`config.mk`:
```
export PLATFORM = sky130hd
export DESIGN_NAME = sei_ctrl
export DESIGN_NICKNAME = d
export VERILOG_FILES = /design/src/hdl/sei_pkg.sv /design/src/hdl/sei_sync2.sv /design/src/hdl/sei_flag_cell.sv /design/src/hdl/sei_ctrl.sv
export VERILOG_INCLUDE_DIRS = /design/src /design/src/hdl
export SDC_FILE = /design/constraint.sdc
export NUM_CORES = 1
export LEC_CHECK = 0
export BUFFER_PORTS_ARGS = -buffer_cell sky130_fd_sc_hd__buf_4
export CORE_AREA = 3 3 115 90
export CTS_CLUSTER_SIZE = 20
export DETAILED_ROUTE_END_ITERATION = 12
export DIE_AREA = 0 0 118 93
export PLACE_DENSITY_LB_ADDON = 0.3
export SLEW_MARGIN = 30
export SYNTH_ARGS = -nofsm -noshare
export SYNTH_HDL_FRONTEND = slang
export SYNTH_SLANG_ARGS = --single-unit
```
`constraint.sdc`:
```
create_clock -name mclk_in -period 1.5 [get_ports mclk_in]
set_clock_uncertainty 0.15 [all_clocks]
set_input_delay 0.3 -clock mclk_in [delete_from_list [all_inputs] [get_ports mclk_in]]
set_output_delay 0.3 -clock mclk_in [all_outputs]
set_load 0.005 [all_outputs]
```
`src/hdl/sei_consts.svh`:
```
//------------------------------------------------------------------------------
// Behaviour
// (RULE1) master with select as input: select sampled low sets mode fault flag
// (RULE2) mode fault clears the controller enable bit, shutting the controller down
// (RULE3) software reprograms the controller configuration after clearing mode fault
// (RULE4) re-enabled after mode fault: transfers work, flag stays until cleared
// (RULE5) slave: select rising during a frame sets the select error flag
// (RULE6) select error aborts the current frame and deselects the slave
// (RULE7) select low again resumes transfers; select error flag stays until cleared
// (RULE8) frame completes while receive full still set: set overrun flag
// (RULE9) overrun: new frame replaces the buffered receive word
// (RULE10) slave: frame starts with empty transmit buffer: set underrun flag
// (RULE11) after overrun or underrun transfers go on; flags stay until cleared
// (RULE12) edge and error flags clear only by writing zero to their clear bit
// (RULE13) eight interrupt sources, each flag gated by its enable bit
// (RULE14) all enabled sources ORed onto one interrupt line
// (RULE15) select falling edge sets fall flag, rising edge sets rise flag
// (RULE16) service routine checks, handles and clears flags before returning
// (RULE17) transmit dma enabled and transmit buffer empty: transmit dma request
// (RULE18) transmit and receive dma requests are separate outputs
// (RULE19) dma engine writes one frame per transmit request until count done
// (RULE20) software waits for busy clear before disabling the controller
// (RULE21) receive dma enabled and receive buffer full: receive dma request
// (RULE22) transmit empty set on move into shifter, cleared by data write
// (RULE23) receive full set when completed frame moves into the data register
// (RULE24) hardware set and software clear in one cycle: set wins
// (RULE25) flags, interrupt enables and dma enables are zero after reset
//------------------------------------------------------------------------------
`ifndef SEI_CONSTS_SVH
`define SEI_CONSTS_SVH

//------------------------------------------------------------------------------
// flag bit positions, shared by status, enable and clear words
//------------------------------------------------------------------------------
`define SEI_NUM_FLAGS      8
`define SEI_BIT_TX_EMPTY   0
`define SEI_BIT_RX_FULL    1
`define SEI_BIT_SEL_FALL   2
`define SEI_BIT_SEL_RISE   3
`define SEI_BIT_UNDERRUN   4
`define SEI_BIT_OVERRUN    5
`define SEI_BIT_SEL_ERR    6
`define SEI_BIT_MODE_FAULT 7

//------------------------------------------------------------------------------
// reset values
//------------------------------------------------------------------------------
`define SEI_FLAGS_RST      8'h00
`define SEI_IER_RST        8'h00
`define SEI_CS_IDLE        1'h1
`define SEI_DATA_W         16

`endif

```
`src/hdl/sei_pkg.sv`:
```
package sei_pkg;

  // slave selection tracking
  typedef enum logic [0:0]
  {
    SEI_SEL_IDLE,
    SEI_SEL_ACTIVE
  } sei_sel_state_t;

endpackage

```
`src/hdl/sei_sync2.sv`:
```
`timescale 1ns/1ps
`default_nettype none

module sei_sync2
#(
  parameter logic RST_VAL = 1'b0
)
(
  input  wire logic mclk_in,
  input  wire logic rst_n_in,
  input  wire logic ce_in,
  input  wire logic async_in,
  output logic      sync_out
);

  logic meta_reg;

  // first stage feeds only the second stage
  always_ff @(posedge mclk_in or negedge rst_n_in)
  begin
    if (!rst_n_in)
    begin
      meta_reg <= RST_VAL;
      sync_out <= RST_VAL;
    end
    else if (ce_in)
    begin
      meta_reg <= async_in;
      sync_out <= meta_reg;
    end
  end

endmodule

`default_nettype wire

```
`src/hdl/sei_flag_cell.sv`:
```
`timescale 1ns/1ps
`default_nettype none

module sei_flag_cell
(
  input  wire logic mclk_in,
  input  wire logic rst_n_in,
  input  wire logic ce_in,
  input  wire logic set_in,
  input  wire logic clr_in,
  output logic      flag_out
);

  always_ff @(posedge mclk_in or negedge rst_n_in)
  begin
    if (!rst_n_in)
      flag_out <= 1'b0; // RULE25
    else if (ce_in)
    begin
      if (set_in)
        flag_out <= 1'b1; // RULE24
      else if (clr_in)
        flag_out <= 1'b0;
    end
  end

endmodule

`default_nettype wire

```
`src/hdl/sei_ctrl.sv`:
```
`timescale 1ns/1ps
`default_nettype none
`include "sei_consts.svh"

module sei_ctrl
#(
  parameter int DATA_W = `SEI_DATA_W
)
(
  input  wire logic                      mclk_in,
  input  wire logic                      rst_n_in,
  input  wire logic                      ce_in,
  // configuration
  input  wire logic                      master_mode_in,
  input  wire logic                      cs_is_input_in,
  input  wire logic                      enable_wr_in,
  input  wire logic                      enable_val_in,
  output logic                           ctrl_enable_out,
  // select pin, asynchronous
  input  wire logic                      cs_pin_in,
  // data register access
  input  wire logic                      dr_wr_in,
  input  wire logic [DATA_W-1:0]         dr_wdata_in,
  input  wire logic                      dr_rd_in,
  output logic [DATA_W-1:0]              rx_data_out,
  // shift engine side
  input  wire logic                      tx_load_in,
  output logic [DATA_W-1:0]              tx_word_out,
  input  wire logic                      frame_start_in,
  input  wire logic                      frame_active_in,
  input  wire logic                      rx_done_in,
  input  wire logic [DATA_W-1:0]         rx_shift_word_in,
  output logic                           frame_abort_out,
  output logic                           slave_selected_out,
  // flags, enables, clears
  input  wire logic                      icr_wr_in,
  input  wire logic [`SEI_NUM_FLAGS-1:0] icr_data_in,
  input  wire logic                      ier_wr_in,
  input  wire logic [`SEI_NUM_FLAGS-1:0] ier_data_in,
  output logic [`SEI_NUM_FLAGS-1:0]      ier_out,
  output logic [`SEI_NUM_FLAGS-1:0]      status_out,
  output logic                           cs_level_out,
  output logic                           busy_out,
  output logic                           irq_out,
  // dma
  input  wire logic                      dma_cfg_wr_in,
  input  wire logic                      tx_dma_enable_in,
  input  wire logic                      rx_dma_enable_in,
  output logic                           tx_dma_req_out,
  output logic                           rx_dma_req_out
);

  //----------------------------------------------------------------------------
  // helpers
  //----------------------------------------------------------------------------

  // a zero written to a flag's position in the clear word clears that flag; tx_empty ignores the clear word
  function automatic logic icr_clears(input logic                      wr,
                                      input logic [`SEI_NUM_FLAGS-1:0] data,
                                      input int unsigned               pos);
    icr_clears = wr & ~data[pos];
  endfunction

  //----------------------------------------------------------------------------
  // declarations
  //----------------------------------------------------------------------------

  logic                          cs_sync;
  logic                          cs_prev_reg;
  logic                          cs_fall;
  logic                          cs_rise;
  logic                          enable_reg;
  logic                          enable_next;
  logic [DATA_W-1:0]             tx_buf_reg;
  logic [DATA_W-1:0]             rx_buf_reg;
  logic [`SEI_NUM_FLAGS-1:0]     flag_set;
  logic [`SEI_NUM_FLAGS-1:0]     flag_clr;
  logic [`SEI_NUM_FLAGS-1:0]     flags;
  logic [`SEI_NUM_FLAGS-1:0]     ier_reg;
  logic                          tx_dma_enable_reg;
  logic                          rx_dma_enable_reg;
  logic                          irq_reg;
  logic                          abort_reg;
  logic                          mode_fault_cond;
  logic                          sel_err_event;
  logic                          underrun_event;
  logic                          overrun_event;
  logic                          rx_full_clear;
  sei_pkg::sei_sel_state_t       sel_state_reg;
  sei_pkg::sei_sel_state_t       sel_state_next;

  //----------------------------------------------------------------------------
  // select pin synchronisation and edge detection
  //----------------------------------------------------------------------------

  sei_sync2
  #(
    .RST_VAL (`SEI_CS_IDLE)
  )
  u_cs_sync
  (
    .mclk_in  (mclk_in),
    .rst_n_in (rst_n_in),
    .ce_in    (ce_in),
    .async_in (cs_pin_in),
    .sync_out (cs_sync)
  );

  // edges are taken from the synchronised copy only, never the first stage
  always_ff @(posedge mclk_in or negedge rst_n_in)
  begin
    if (!rst_n_in)
      cs_prev_reg <= `SEI_CS_IDLE;
    else if (ce_in)
      cs_prev_reg <= cs_sync;
  end

  assign cs_fall = cs_prev_reg & ~cs_sync;
  assign cs_rise = ~cs_prev_reg & cs_sync;

  //----------------------------------------------------------------------------
  // error event detection
  //----------------------------------------------------------------------------

  // level condition: the other master keeps the bus as long as select is low
  assign mode_fault_cond = master_mode_in & cs_is_input_in & ~cs_sync; // RULE1

  // only a frame that is really shifting can be corrupted by a release
  assign sel_err_event = ~master_mode_in & cs_rise & frame_active_in; // RULE5

  assign underrun_event = ~master_mode_in & frame_start_in
                        & flags[`SEI_BIT_TX_EMPTY]; // RULE10

  // a read in the same cycle consumes the old word, so no overrun then
  assign rx_full_clear = dr_rd_in | icr_clears(icr_wr_in, icr_data_in, `SEI_BIT_RX_FULL);
  assign overrun_event = rx_done_in & flags[`SEI_BIT_RX_FULL] & ~rx_full_clear; // RULE8

  //----------------------------------------------------------------------------
  // controller enable
  //----------------------------------------------------------------------------

  always_comb
  begin
    enable_next = enable_reg;
    if (enable_wr_in)
      enable_next = enable_val_in;
    // hardware shutdown overrides a software enable in the same cycle
    if (mode_fault_cond)
      enable_next = 1'b0; // RULE2
  end

  always_ff @(posedge mclk_in or negedge rst_n_in)
  begin
    if (!rst_n_in)
      enable_reg <= 1'b0;
    else if (ce_in)
      enable_reg <= enable_next; // RULE4
  end

  assign ctrl_enable_out = enable_reg;

  //----------------------------------------------------------------------------
  // slave selection state
  //----------------------------------------------------------------------------

  always_comb
  begin
    sel_state_next = sel_state_reg;
    case (sel_state_reg)
      sei_pkg::SEI_SEL_IDLE:
      begin
        if (~master_mode_in & cs_fall)
          sel_state_next = sei_pkg::SEI_SEL_ACTIVE; // RULE7
      end
      sei_pkg::SEI_SEL_ACTIVE:
      begin
        if (master_mode_in | cs_rise | sel_err_event)
          sel_state_next = sei_pkg::SEI_SEL_IDLE; // RULE6
      end
      default:
        sel_state_next = sei_pkg::SEI_SEL_IDLE;
    endcase
  end

  always_ff @(posedge mclk_in or negedge rst_n_in)
  begin
    if (!rst_n_in)
      sel_state_reg <= sei_pkg::SEI_SEL_IDLE;
    else if (ce_in)
      sel_state_reg <= sel_state_next;
  end

  assign slave_selected_out = (sel_state_reg == sei_pkg::SEI_SEL_ACTIVE);

  // one-cycle pulse telling the shifter to drop the corrupted frame
  always_ff @(posedge mclk_in or negedge rst_n_in)
  begin
    if (!rst_n_in)
      abort_reg <= 1'b0;
    else if (ce_in)
      abort_reg <= sel_err_event; // RULE6
  end

  assign frame_abort_out = abort_reg;

  //----------------------------------------------------------------------------
  // data buffers
  //----------------------------------------------------------------------------

  // the buffer keeps its word after the shifter takes it; tx_empty tells the two apart
  always_ff @(posedge mclk_in or negedge rst_n_in)
  begin
    if (!rst_n_in)
      tx_buf_reg <= '0;
    else if (ce_in && dr_wr_in)
      tx_buf_reg <= dr_wdata_in;
  end

  assign tx_word_out = tx_buf_reg;

  // a finished frame always lands, overwriting an unread word on overrun
  always_ff @(posedge mclk_in or negedge rst_n_in)
  begin
    if (!rst_n_in)
      rx_buf_reg <= '0;
    else if (ce_in && rx_done_in)
      rx_buf_reg <= rx_shift_word_in; // RULE9
  end

  assign rx_data_out = rx_buf_reg;

  //----------------------------------------------------------------------------
  // flag set and clear terms
  //----------------------------------------------------------------------------

  always_comb
  begin
    flag_set                       = '0;
    flag_set[`SEI_BIT_TX_EMPTY]    = tx_load_in; // RULE22
    flag_set[`SEI_BIT_RX_FULL]     = rx_done_in; // RULE23
    flag_set[`SEI_BIT_SEL_FALL]    = cs_fall; // RULE15
    flag_set[`SEI_BIT_SEL_RISE]    = cs_rise; // RULE15
    flag_set[`SEI_BIT_UNDERRUN]    = underrun_event; // RULE11
    flag_set[`SEI_BIT_OVERRUN]     = overrun_event; // RULE11
    flag_set[`SEI_BIT_SEL_ERR]     = sel_err_event; // RULE7
    flag_set[`SEI_BIT_MODE_FAULT]  = mode_fault_cond; // RULE4
  end

  always_comb
  begin
    flag_clr                       = '0;
    flag_clr[`SEI_BIT_TX_EMPTY]    = dr_wr_in; // RULE22
    flag_clr[`SEI_BIT_RX_FULL]     = rx_full_clear; // RULE8
    flag_clr[`SEI_BIT_SEL_FALL]    = icr_clears(icr_wr_in, icr_data_in, `SEI_BIT_SEL_FALL); // RULE12
    flag_clr[`SEI_BIT_SEL_RISE]    = icr_clears(icr_wr_in, icr_data_in, `SEI_BIT_SEL_RISE); // RULE12
    flag_clr[`SEI_BIT_UNDERRUN]    = icr_clears(icr_wr_in, icr_data_in, `SEI_BIT_UNDERRUN); // RULE12
    flag_clr[`SEI_BIT_OVERRUN]     = icr_clears(icr_wr_in, icr_data_in, `SEI_BIT_OVERRUN); // RULE12
    flag_clr[`SEI_BIT_SEL_ERR]     = icr_clears(icr_wr_in, icr_data_in, `SEI_BIT_SEL_ERR); // RULE12
    flag_clr[`SEI_BIT_MODE_FAULT]  = icr_clears(icr_wr_in, icr_data_in, `SEI_BIT_MODE_FAULT); // RULE12
  end

  //----------------------------------------------------------------------------
  // sticky flags, set wins over clear
  //----------------------------------------------------------------------------

  genvar gi;
  generate
    for (gi = 0; gi < `SEI_NUM_FLAGS; gi++)
    begin : g_flag
      sei_flag_cell u_flag
      (
        .mclk_in  (mclk_in),
        .rst_n_in (rst_n_in),
        .ce_in    (ce_in),
        .set_in   (flag_set[gi]),
        .clr_in   (flag_clr[gi]),
        .flag_out (flags[gi])
      );
    end
  endgenerate

  //----------------------------------------------------------------------------
  // status outputs
  //----------------------------------------------------------------------------

  assign status_out   = flags;
  assign cs_level_out = cs_sync;
  // busy while a word waits in the buffer or the shifter is working
  assign busy_out     = ~flags[`SEI_BIT_TX_EMPTY] | frame_active_in;

  //----------------------------------------------------------------------------
  // interrupt enables and the single request line
  //----------------------------------------------------------------------------

  // enables are written as a whole word; software keeps its own copy to change one bit
  always_ff @(posedge mclk_in or negedge rst_n_in)
  begin
    if (!rst_n_in)
      ier_reg <= `SEI_IER_RST; // RULE25
    else if (ce_in && ier_wr_in)
      ier_reg <= ier_data_in;
  end

  assign ier_out = ier_reg;

  // registered so the line is glitch free toward the interrupt controller
  always_ff @(posedge mclk_in or negedge rst_n_in)
  begin
    if (!rst_n_in)
      irq_reg <= 1'b0;
    else if (ce_in)
      irq_reg <= |(flags & ier_reg); // RULE13 RULE14
  end

  assign irq_out = irq_reg;

  //----------------------------------------------------------------------------
  // dma requests
  //----------------------------------------------------------------------------

  always_ff @(posedge mclk_in or negedge rst_n_in)
  begin
    if (!rst_n_in)
    begin
      tx_dma_enable_reg <= 1'b0; // RULE25
      rx_dma_enable_reg <= 1'b0; // RULE25
    end
    else if (ce_in && dma_cfg_wr_in)
    begin
      tx_dma_enable_reg <= tx_dma_enable_in;
      rx_dma_enable_reg <= rx_dma_enable_in;
    end
  end

  // level requests: each drops as soon as the engine services the buffer
  // no tx request after reset until the shifter has taken its first word
  assign tx_dma_req_out = tx_dma_enable_reg & flags[`SEI_BIT_TX_EMPTY]; // RULE17 RULE18
  assign rx_dma_req_out = rx_dma_enable_reg & flags[`SEI_BIT_RX_FULL]; // RULE21 RULE18

endmodule

`default_nettype wire

```
==> results.md, run 1 <==
## Outcome
• complete, but fails checks — result of the run
• negative setup slack — failing checks

## Global routing
• 0 — initial antenna violation count
• 0 — total grt overflow
• 29 — pin count of the biggest net entering global routing
• 11.6% — total global-route track usage
• 9990 um — first-pass GRT wire length
• 1920 — number of global-route vias before repair

## Clock tree
• 0.05 ns — Reg clk slew, reported paths
• 3 — maximum level of the CTS H-tree
• 0.32 ns — Clock Latency Late Sink
• 57 — CTS Sinks
• clkbuf_16 — buffer cell driving the clock tree root
• 9 — number of buffers inserted during clock tree synthesis
• 2 — clock tree buffer depth
• done — CTS tree

## Die
• 11000 um2 — area enclosed by the die boundary
• 31 — site row count
• 93 um — Die Ht
• 123 — top-level I/O count
• 9430 um2 — area inside the core boundary
• 118 um — Horiz. Die Dim
• 24.5% — Starting Density

## Yosys
• 100% — Post-synth ARST share
• 229 — Post-Synthesis Net Count
• dfrtp_1 — most used flip-flop cell after synthesis
• 2310 um2 — netlist area before placement
• 54 x dfrtp_1, 44 x mux2_2, 12 x buf_4 — most numerous cell types in the synthesized netlist
• 162 — synthesized instance count
• 57 — Synth Register Bits
• 0 — number of enable-type register cells in the synthesized netlist
• dfrtp_1 59%, mux2_2 21%, buf_4 3.9%, dfstp_2 3.4%, o21ai_0 2.4% — ranking of synthesized cells by area
• 58.5% — proportion of netlist area held by the largest area contributor
• 0 — number of warnings issued by yosys
• dfrtp_1 — top-count cell post-synth
• 61.9% — part of the Yosys area used for sequential elements
• 14.3 um2 — syn avg cell area
• 26 — Synth cell types
• dfrtp_1 — cell type contributing the most total cell area after synthesis

## Critical path
• 1.05 ns — required arrival time at the worst endpoint
• ctrl_enable_out — endpoint of the worst register-to-register path
• u_cs_sync.sync_out — launching point of the worst reg2reg path
• 1.06 ns — worst endpoint data arrival time
• 0.54 ns — largest incremental delay on the critical path
• buf_6 -> buf_6 — cells along the critical path
• 5 — largest fanout on the critical path
• 4 — number of cells on the worst reg-to-reg path
• primary output — Worst Setup End Kind
• buf_6 — CP most frequent cell
• register to primary output — startpoint-to-endpoint class of the critical path
• register — crit path launch type
• dfstp_2 — cell at the slowest stage of the critical path
• 0.06 ns — reg-to-reg setup timing slack

## Place
• 0.726 — routability congestion estimate from global placement
• 0.0569 ns — worst slack, placed
• 121 — # port buffers
• 3400 um2 — dpl cell area
• 4610 um — final HPWL from detailed placement

## Pwr
• 21.3% — sw frac
• 4.33 mW — Cell Int Power
• 1.17 mW — net switching component of the power
• 0.000735 V — peak ir drop on the vdd network
• 1430 nW/um2 — power per cell area
• 46.6% — clock network fraction of total power
• 18.0% — combinational group share of total power
• 5.50 mW — overall power of the completed layout
• 1.83 nW — leakage
• 35.3% — fraction of power consumed by sequential logic

## Drt
• 26 — number of violations reported at the end of detailed-routing iteration 0
• 0 — total DRC errors in the routed layout
• 6050 um — Total Routed Length
• 0 — number of antenna-violating nets in the routed design
• 4.12 — routed vias/inst
• 3 — count of TritonRoute iterations in the first routing pass
• 14.0 um — average wire per standard cell
• 1782 — detailed-route via count

## STA
• 661 MHz — achievable frequency
• yes — unrepaired setup endpoints after global routing
• 1 — setup violators final
• 1.51 ns — minimum clock period
• 84.0% — tightest slew margin relative to the limit
• -0.0129 ns — final worst slack
• 0 — final slew viol count
• 0.0231 ns — hold_ws
• 101% — part of the cycle the worst path needs
• 0 — Hold Vio Cnt, Final
• 0.239 ns — slew at the pin closest to its max-slew limit

## Min path
• input pin to register — path class of the lowest-slack min-delay path
• 2 — Hold Path Cell Cnt
• g_flag[5].u_flag.flag_out — Worst Hold Path EP
• dr_rd_in — start point of the worst hold path

## Cells and area
• 940 — number of fillers in the final layout
• 67.0% — area grow syn2layout
• 0 — final antenna diode count
• 3860 um2 — total non-filler cell area in the finished layout
• 1430 um2 — FF+latch area
• 68.8% — share of layout cells above drive strength 1
• 778 um2 — footprint of the multi-input gates
• 363 — number of nets in the layout
• 40.9% — Final Util

## Run
• 0 — max-capacitance violation count

worst max-delay path by stage:
stage                      endpoint          startpoint  depth (start not counted)
global placement    frame_abort_out               ce_in                          4
finish                 cs_level_out  u_cs_sync.sync_out                          2
floorplan           frame_abort_out  u_cs_sync.sync_out                          3
detailed placement  ctrl_enable_out  u_cs_sync.sync_out                          4
global route           cs_level_out  u_cs_sync.sync_out                          2
CTS                    cs_level_out  u_cs_sync.sync_out                          2
final cells by class:
| cell class | count | area share (%) |
|---|---|---|
| sequential | 57 | 37.1 |
| tap | 132 | 4.28 |
| inverter | 3 | 0.292 |
| clock inverter | 5 | 3.24 |
| multi-input combinational | 89 | 20.2 |
| timing repair buffer | 136 | 28.3 |
| clock buffer | 11 | 6.55 |
power groups by stage:
stage                     registers (mW)  clock network, mW  logic [mW]
after floorplan                     1.96                  0       0.376
after global placement              1.96                  0       0.944
after detailed placement            1.98                  0       0.958
after CTS                           1.95               2.65        1.00
after global routing                1.98               2.71        1.10
final                               1.94               2.57       0.991
through the flow:
| step | setup TNS, ns | cells |
|---|---|---|
| 2_1_floorplan | 0 | 162 |
| 3_3_place_gp | 0 | 410 |
| 3_5_place_dp | 0 | 410 |
| 4_1_cts | -0.0409 | 432 |
| 5_1_grt | -0.0784 | 433 |
| 6_report | -0.0129 | 433 |
worst max-delay path: cells and delay by family (launching register included):
family	cells	cell delay (ns)
DFF	1	0.54
buffers and inverters	2	0.20
kinds of logic after synthesis:
kind of cell	share of synthesized area, %
flops	61.9
mux	21.5
buf+inv	4.60
simple gates	5.15
compound gates	6.88
timing repair:
action	CTS	global route
pin swaps	1	1
hold buffers	1	0
buffers inserted	5	1
resized for setup	5	4
endpoints found under the setup margin	4	4
endpoints found under the hold margin	57	0
layer usage:
layer | wire length [um] | vias to the layer above | share of wire, % | track usage, %
met1 | 2580 | 869 | 43 | 13.9
li1 | - | 839 | - | -
met5 | 0 | - | 0 | 0
met4 | 81 | 0 | 1.3 | 4.68
met3 | 495 | 8 | 8.2 | 5.62
met2 | 2890 | 66 | 48 | 18.1
cell usage in the layout (no fill, tap or decap), drive strengths merged, types with 2 or more instances in the layout:
cell type	n
dfrtp	54
bufinv	4
a22o	4
mux2	44
buf	135
clkbuf	11
o21ai	12
a221oi	2
inv	3
dfstp	3
nand3	2
and2	2
nand2	11
No activity file was read; power rests on OpenSTA's default activity.
==> run 2: changes to the inputs <==
--- a/config.mk
+++ b/config.mk
@@ -12,6 +12,7 @@
 export DETAILED_ROUTE_END_ITERATION = 12
 export DIE_AREA = 0 0 118 93
 export PLACE_DENSITY_LB_ADDON = 0.3
+export RECOVER_POWER = 50
 export SLEW_MARGIN = 30
 export SYNTH_ARGS = -nofsm -noshare
 export SYNTH_HDL_FRONTEND = slang
==> run 2 against run 1 <==
The flow still finishes with violations (negative setup slack). Worst hold slack is essentially flat. Sequential share of layout area grew 0.69 points. Final cell count is the same. Sequential power is essentially flat. Sequential cell count is the same. Via count grew 0.17%. Die area is the same. Cell area shrank 1.8%. Register-to-register slack is essentially flat. Core utilization shrank 0.74 points. Power shrank 0.46%. Non-clock buffer count is the same.
==> results.md, run 2 (synthesis results as in run 1) <==
## Clock tree
• 3 — maximum level of the CTS H-tree, unchanged
• done — CTS tree, unchanged
• clkbuf_16 — buffer cell driving the clock tree root, unchanged
• 57 — CTS Sinks, unchanged
• 2 — clock tree buffer depth, unchanged
• 0.32 ns — Clock Latency Late Sink, about the same
• 0.05 ns — Reg clk slew, reported paths, about the same
• 9 — number of buffers inserted during clock tree synthesis, unchanged

## Global routing
• 9990 um — first-pass GRT wire length, unchanged
• 1920 — number of global-route vias before repair, unchanged
• 29 — pin count of the biggest net entering global routing, unchanged
• 11.6% — total global-route track usage, unchanged
• 0 — initial antenna violation count, unchanged
• 0 — total grt overflow, unchanged

## Critical path
• buf_6 -> buf_6 — cells along the critical path, unchanged
• 2 — Crit path buffers/inverters, unchanged
• register to primary output — startpoint-to-endpoint class of the critical path, unchanged
• register — crit path launch type, unchanged
• 1.05 ns — required arrival time at the worst endpoint, about the same
• 2 — path length in cells of the critical path, unchanged
• flip-flops — family with the most delay on the worst path, unchanged
• buf_6 — CP most frequent cell, unchanged
• primary output — Worst Setup End Kind, unchanged
• 1.06 ns — worst endpoint data arrival time, about the same
• 0.54 ns — largest incremental delay on the critical path, about the same
• dfstp_2 — cell at the slowest stage of the critical path, unchanged
• 5 — largest fanout on the critical path, unchanged
• 4 — number of cells on the worst reg-to-reg path, unchanged

## STA
• 661 MHz — achievable frequency, about the same
• 68.9% — tightest slew margin relative to the limit, was 84.0%
• -0.0132 ns — accumulated negative setup slack, was -0.0129 ns
• 0 — final slew viol count, unchanged
• 1 — setup violators final, unchanged
• 0 — Hold Vio Cnt, Final, unchanged
• 1.51 ns — minimum clock period, about the same
• -0.0132 ns — final worst slack, was -0.0129 ns
• yes — unrepaired setup endpoints after global routing, unchanged
• 0.466 ns — slew at the pin closest to its max-slew limit, was 0.239 ns
• 101% — part of the cycle the worst path needs, about the same

## Drt
• 4.12 — routed vias/inst, about the same
• 0 — number of antenna-violating nets in the routed design, unchanged
• 14.0 um — average wire per standard cell, about the same
• 3 — count of TritonRoute iterations in the first routing pass, unchanged
• 0 — total DRC errors in the routed layout, unchanged
• 1785 — detailed-route via count, was 1782
• 6060 um — Total Routed Length, was 6050 um
• 27 — number of violations reported at the end of detailed-routing iteration 0, was 26

## Pwr
• 1450 nW/um2 — power per cell area, was 1430 nW/um2
• 1.80 nW — leakage, was 1.83 nW
• 0.000735 V — peak ir drop on the vdd network, about the same

## Place
• 4610 um — final HPWL from detailed placement, unchanged
• 3400 um2 — dpl cell area, unchanged
• 0.726 — routability congestion estimate from global placement, unchanged
• 410 — total instance count after detailed placement, unchanged
• 121 — # port buffers, unchanged

## Die
• 123 — top-level I/O count, unchanged
• 31 — site row count, unchanged
• 118 um — Horiz. Die Dim, unchanged
• 93 um — Die Ht, unchanged
• 11000 um2 — area enclosed by the die boundary, unchanged
• 9430 um2 — area inside the core boundary, unchanged
• 24.5% — Starting Density, unchanged

## Run
• 0 — max-capacitance violation count, unchanged

## Cells and area
• 67.1% — share of layout cells above drive strength 1, was 68.8%
• 433 — final instance count without filler cells, unchanged
• 946 — number of fillers in the final layout, was 940
• 363 — number of nets in the layout, unchanged
• buf_4 — most frequent standard cell in the layout excluding fill and tap cells, unchanged
• 64.0% — area grow syn2layout, was 67.0%
• 0 — final antenna diode count, unchanged
• 3790 um2 — total non-filler cell area in the finished layout, was 3860 um2
• 125 x buf_4, 52 x dfrtp_1, 44 x mux2_2 — commonest cells after routing, fill and taps aside, was 126 x buf_4, 52 x dfrtp_1, 44 x mux2_2

## Outcome
• negative setup slack — failing checks, unchanged
• complete, but fails checks — result of the run, unchanged

## Min path
• 2 — Hold Path Cell Cnt, unchanged
• input pin to register — path class of the lowest-slack min-delay path, unchanged

==> run 2: per-stage QoR <==
stage	hold WS [ns]	setup slack, ns	utilization, %	total power, mW
final	0.0229	-0.0132	40.2	5.48
after global routing	0.0102	-0.0602	40.2	5.76
after CTS	0.00122	-0.0397	40.7	5.60
after detailed placement	0.0280	0.0569	36.1	2.93
after global placement	0.0270	0.0995	36.1	2.91
after floorplan	-0.146	0.0915	-	2.34
==> run 2: layout make-up <==
type / count / area (um2) / area share (%)
Clock buffer: 11 / 253 / 6.67
Clock inverter: 5 / 125 / 3.30
Timing Repair Buffer: 136 / 1030 / 27.1
Multi-Input combinational cell: 89 / 773 / 20.4
Tap cell: 132 / 165 / 4.36
Sequential cell: 57 / 1430 / 37.8
Inverter: 3 / 11.3 / 0.297
==> run 2: power by group <==
group	switching, mW	internal (mW)	total (mW)	leakage [nW]
Clock	0.691	1.88	2.57	0.186
Sequential	0.154	1.79	1.94	0.668
Combinational	0.323	0.643	0.966	0.949
Total	1.17	4.31	5.48	1.80
==> run 2: final timing paths <==
path	startpoint	to	slack (ns)
setup / recovery	u_cs_sync.sync_out	cs_level_out	-0.01
hold / removal	dr_rd_in	g_flag[5].u_flag.flag_out	0.02
setup reg to reg	u_cs_sync.sync_out	ctrl_enable_out	0.06
hold reg to reg	rx_dma_enable_reg	rx_dma_enable_reg	0.35
max in group asynchronous	rst_n_in	g_flag[1].u_flag.flag_out	0.19
min in group asynchronous	rst_n_in	ier_out[3]	0.28
==> run 2: metal layers <==
layer	GRT usage, %	wire (um)
met1	13.9	2590
met2	18.1	2890
met3	5.62	495
met4	4.68	81
met5	0	0
==> run 2: worst reg2reg max path, delay by kind of cell, from the launching register on <==
kind / cells / cell delay [ns]
AND/OR/NAND/NOR: 1 / 0.22
buffers and inverters: 1 / 0.11
flip-flops: 1 / 0.54
AO/OA/AOI/OAI: 2 / 0.34
==> run 2: repair_timing <==
| action | CTS | global route |
|---|---|---|
| setup endpoints to repair | 4 | 4 |
| hold buffers | 1 | 0 |
| setup buffers | 5 | 1 |
| endpoints found under the hold margin | 57 | 0 |
| gates resized for setup | 5 | 4 |
| pin swaps | 1 | 1 |
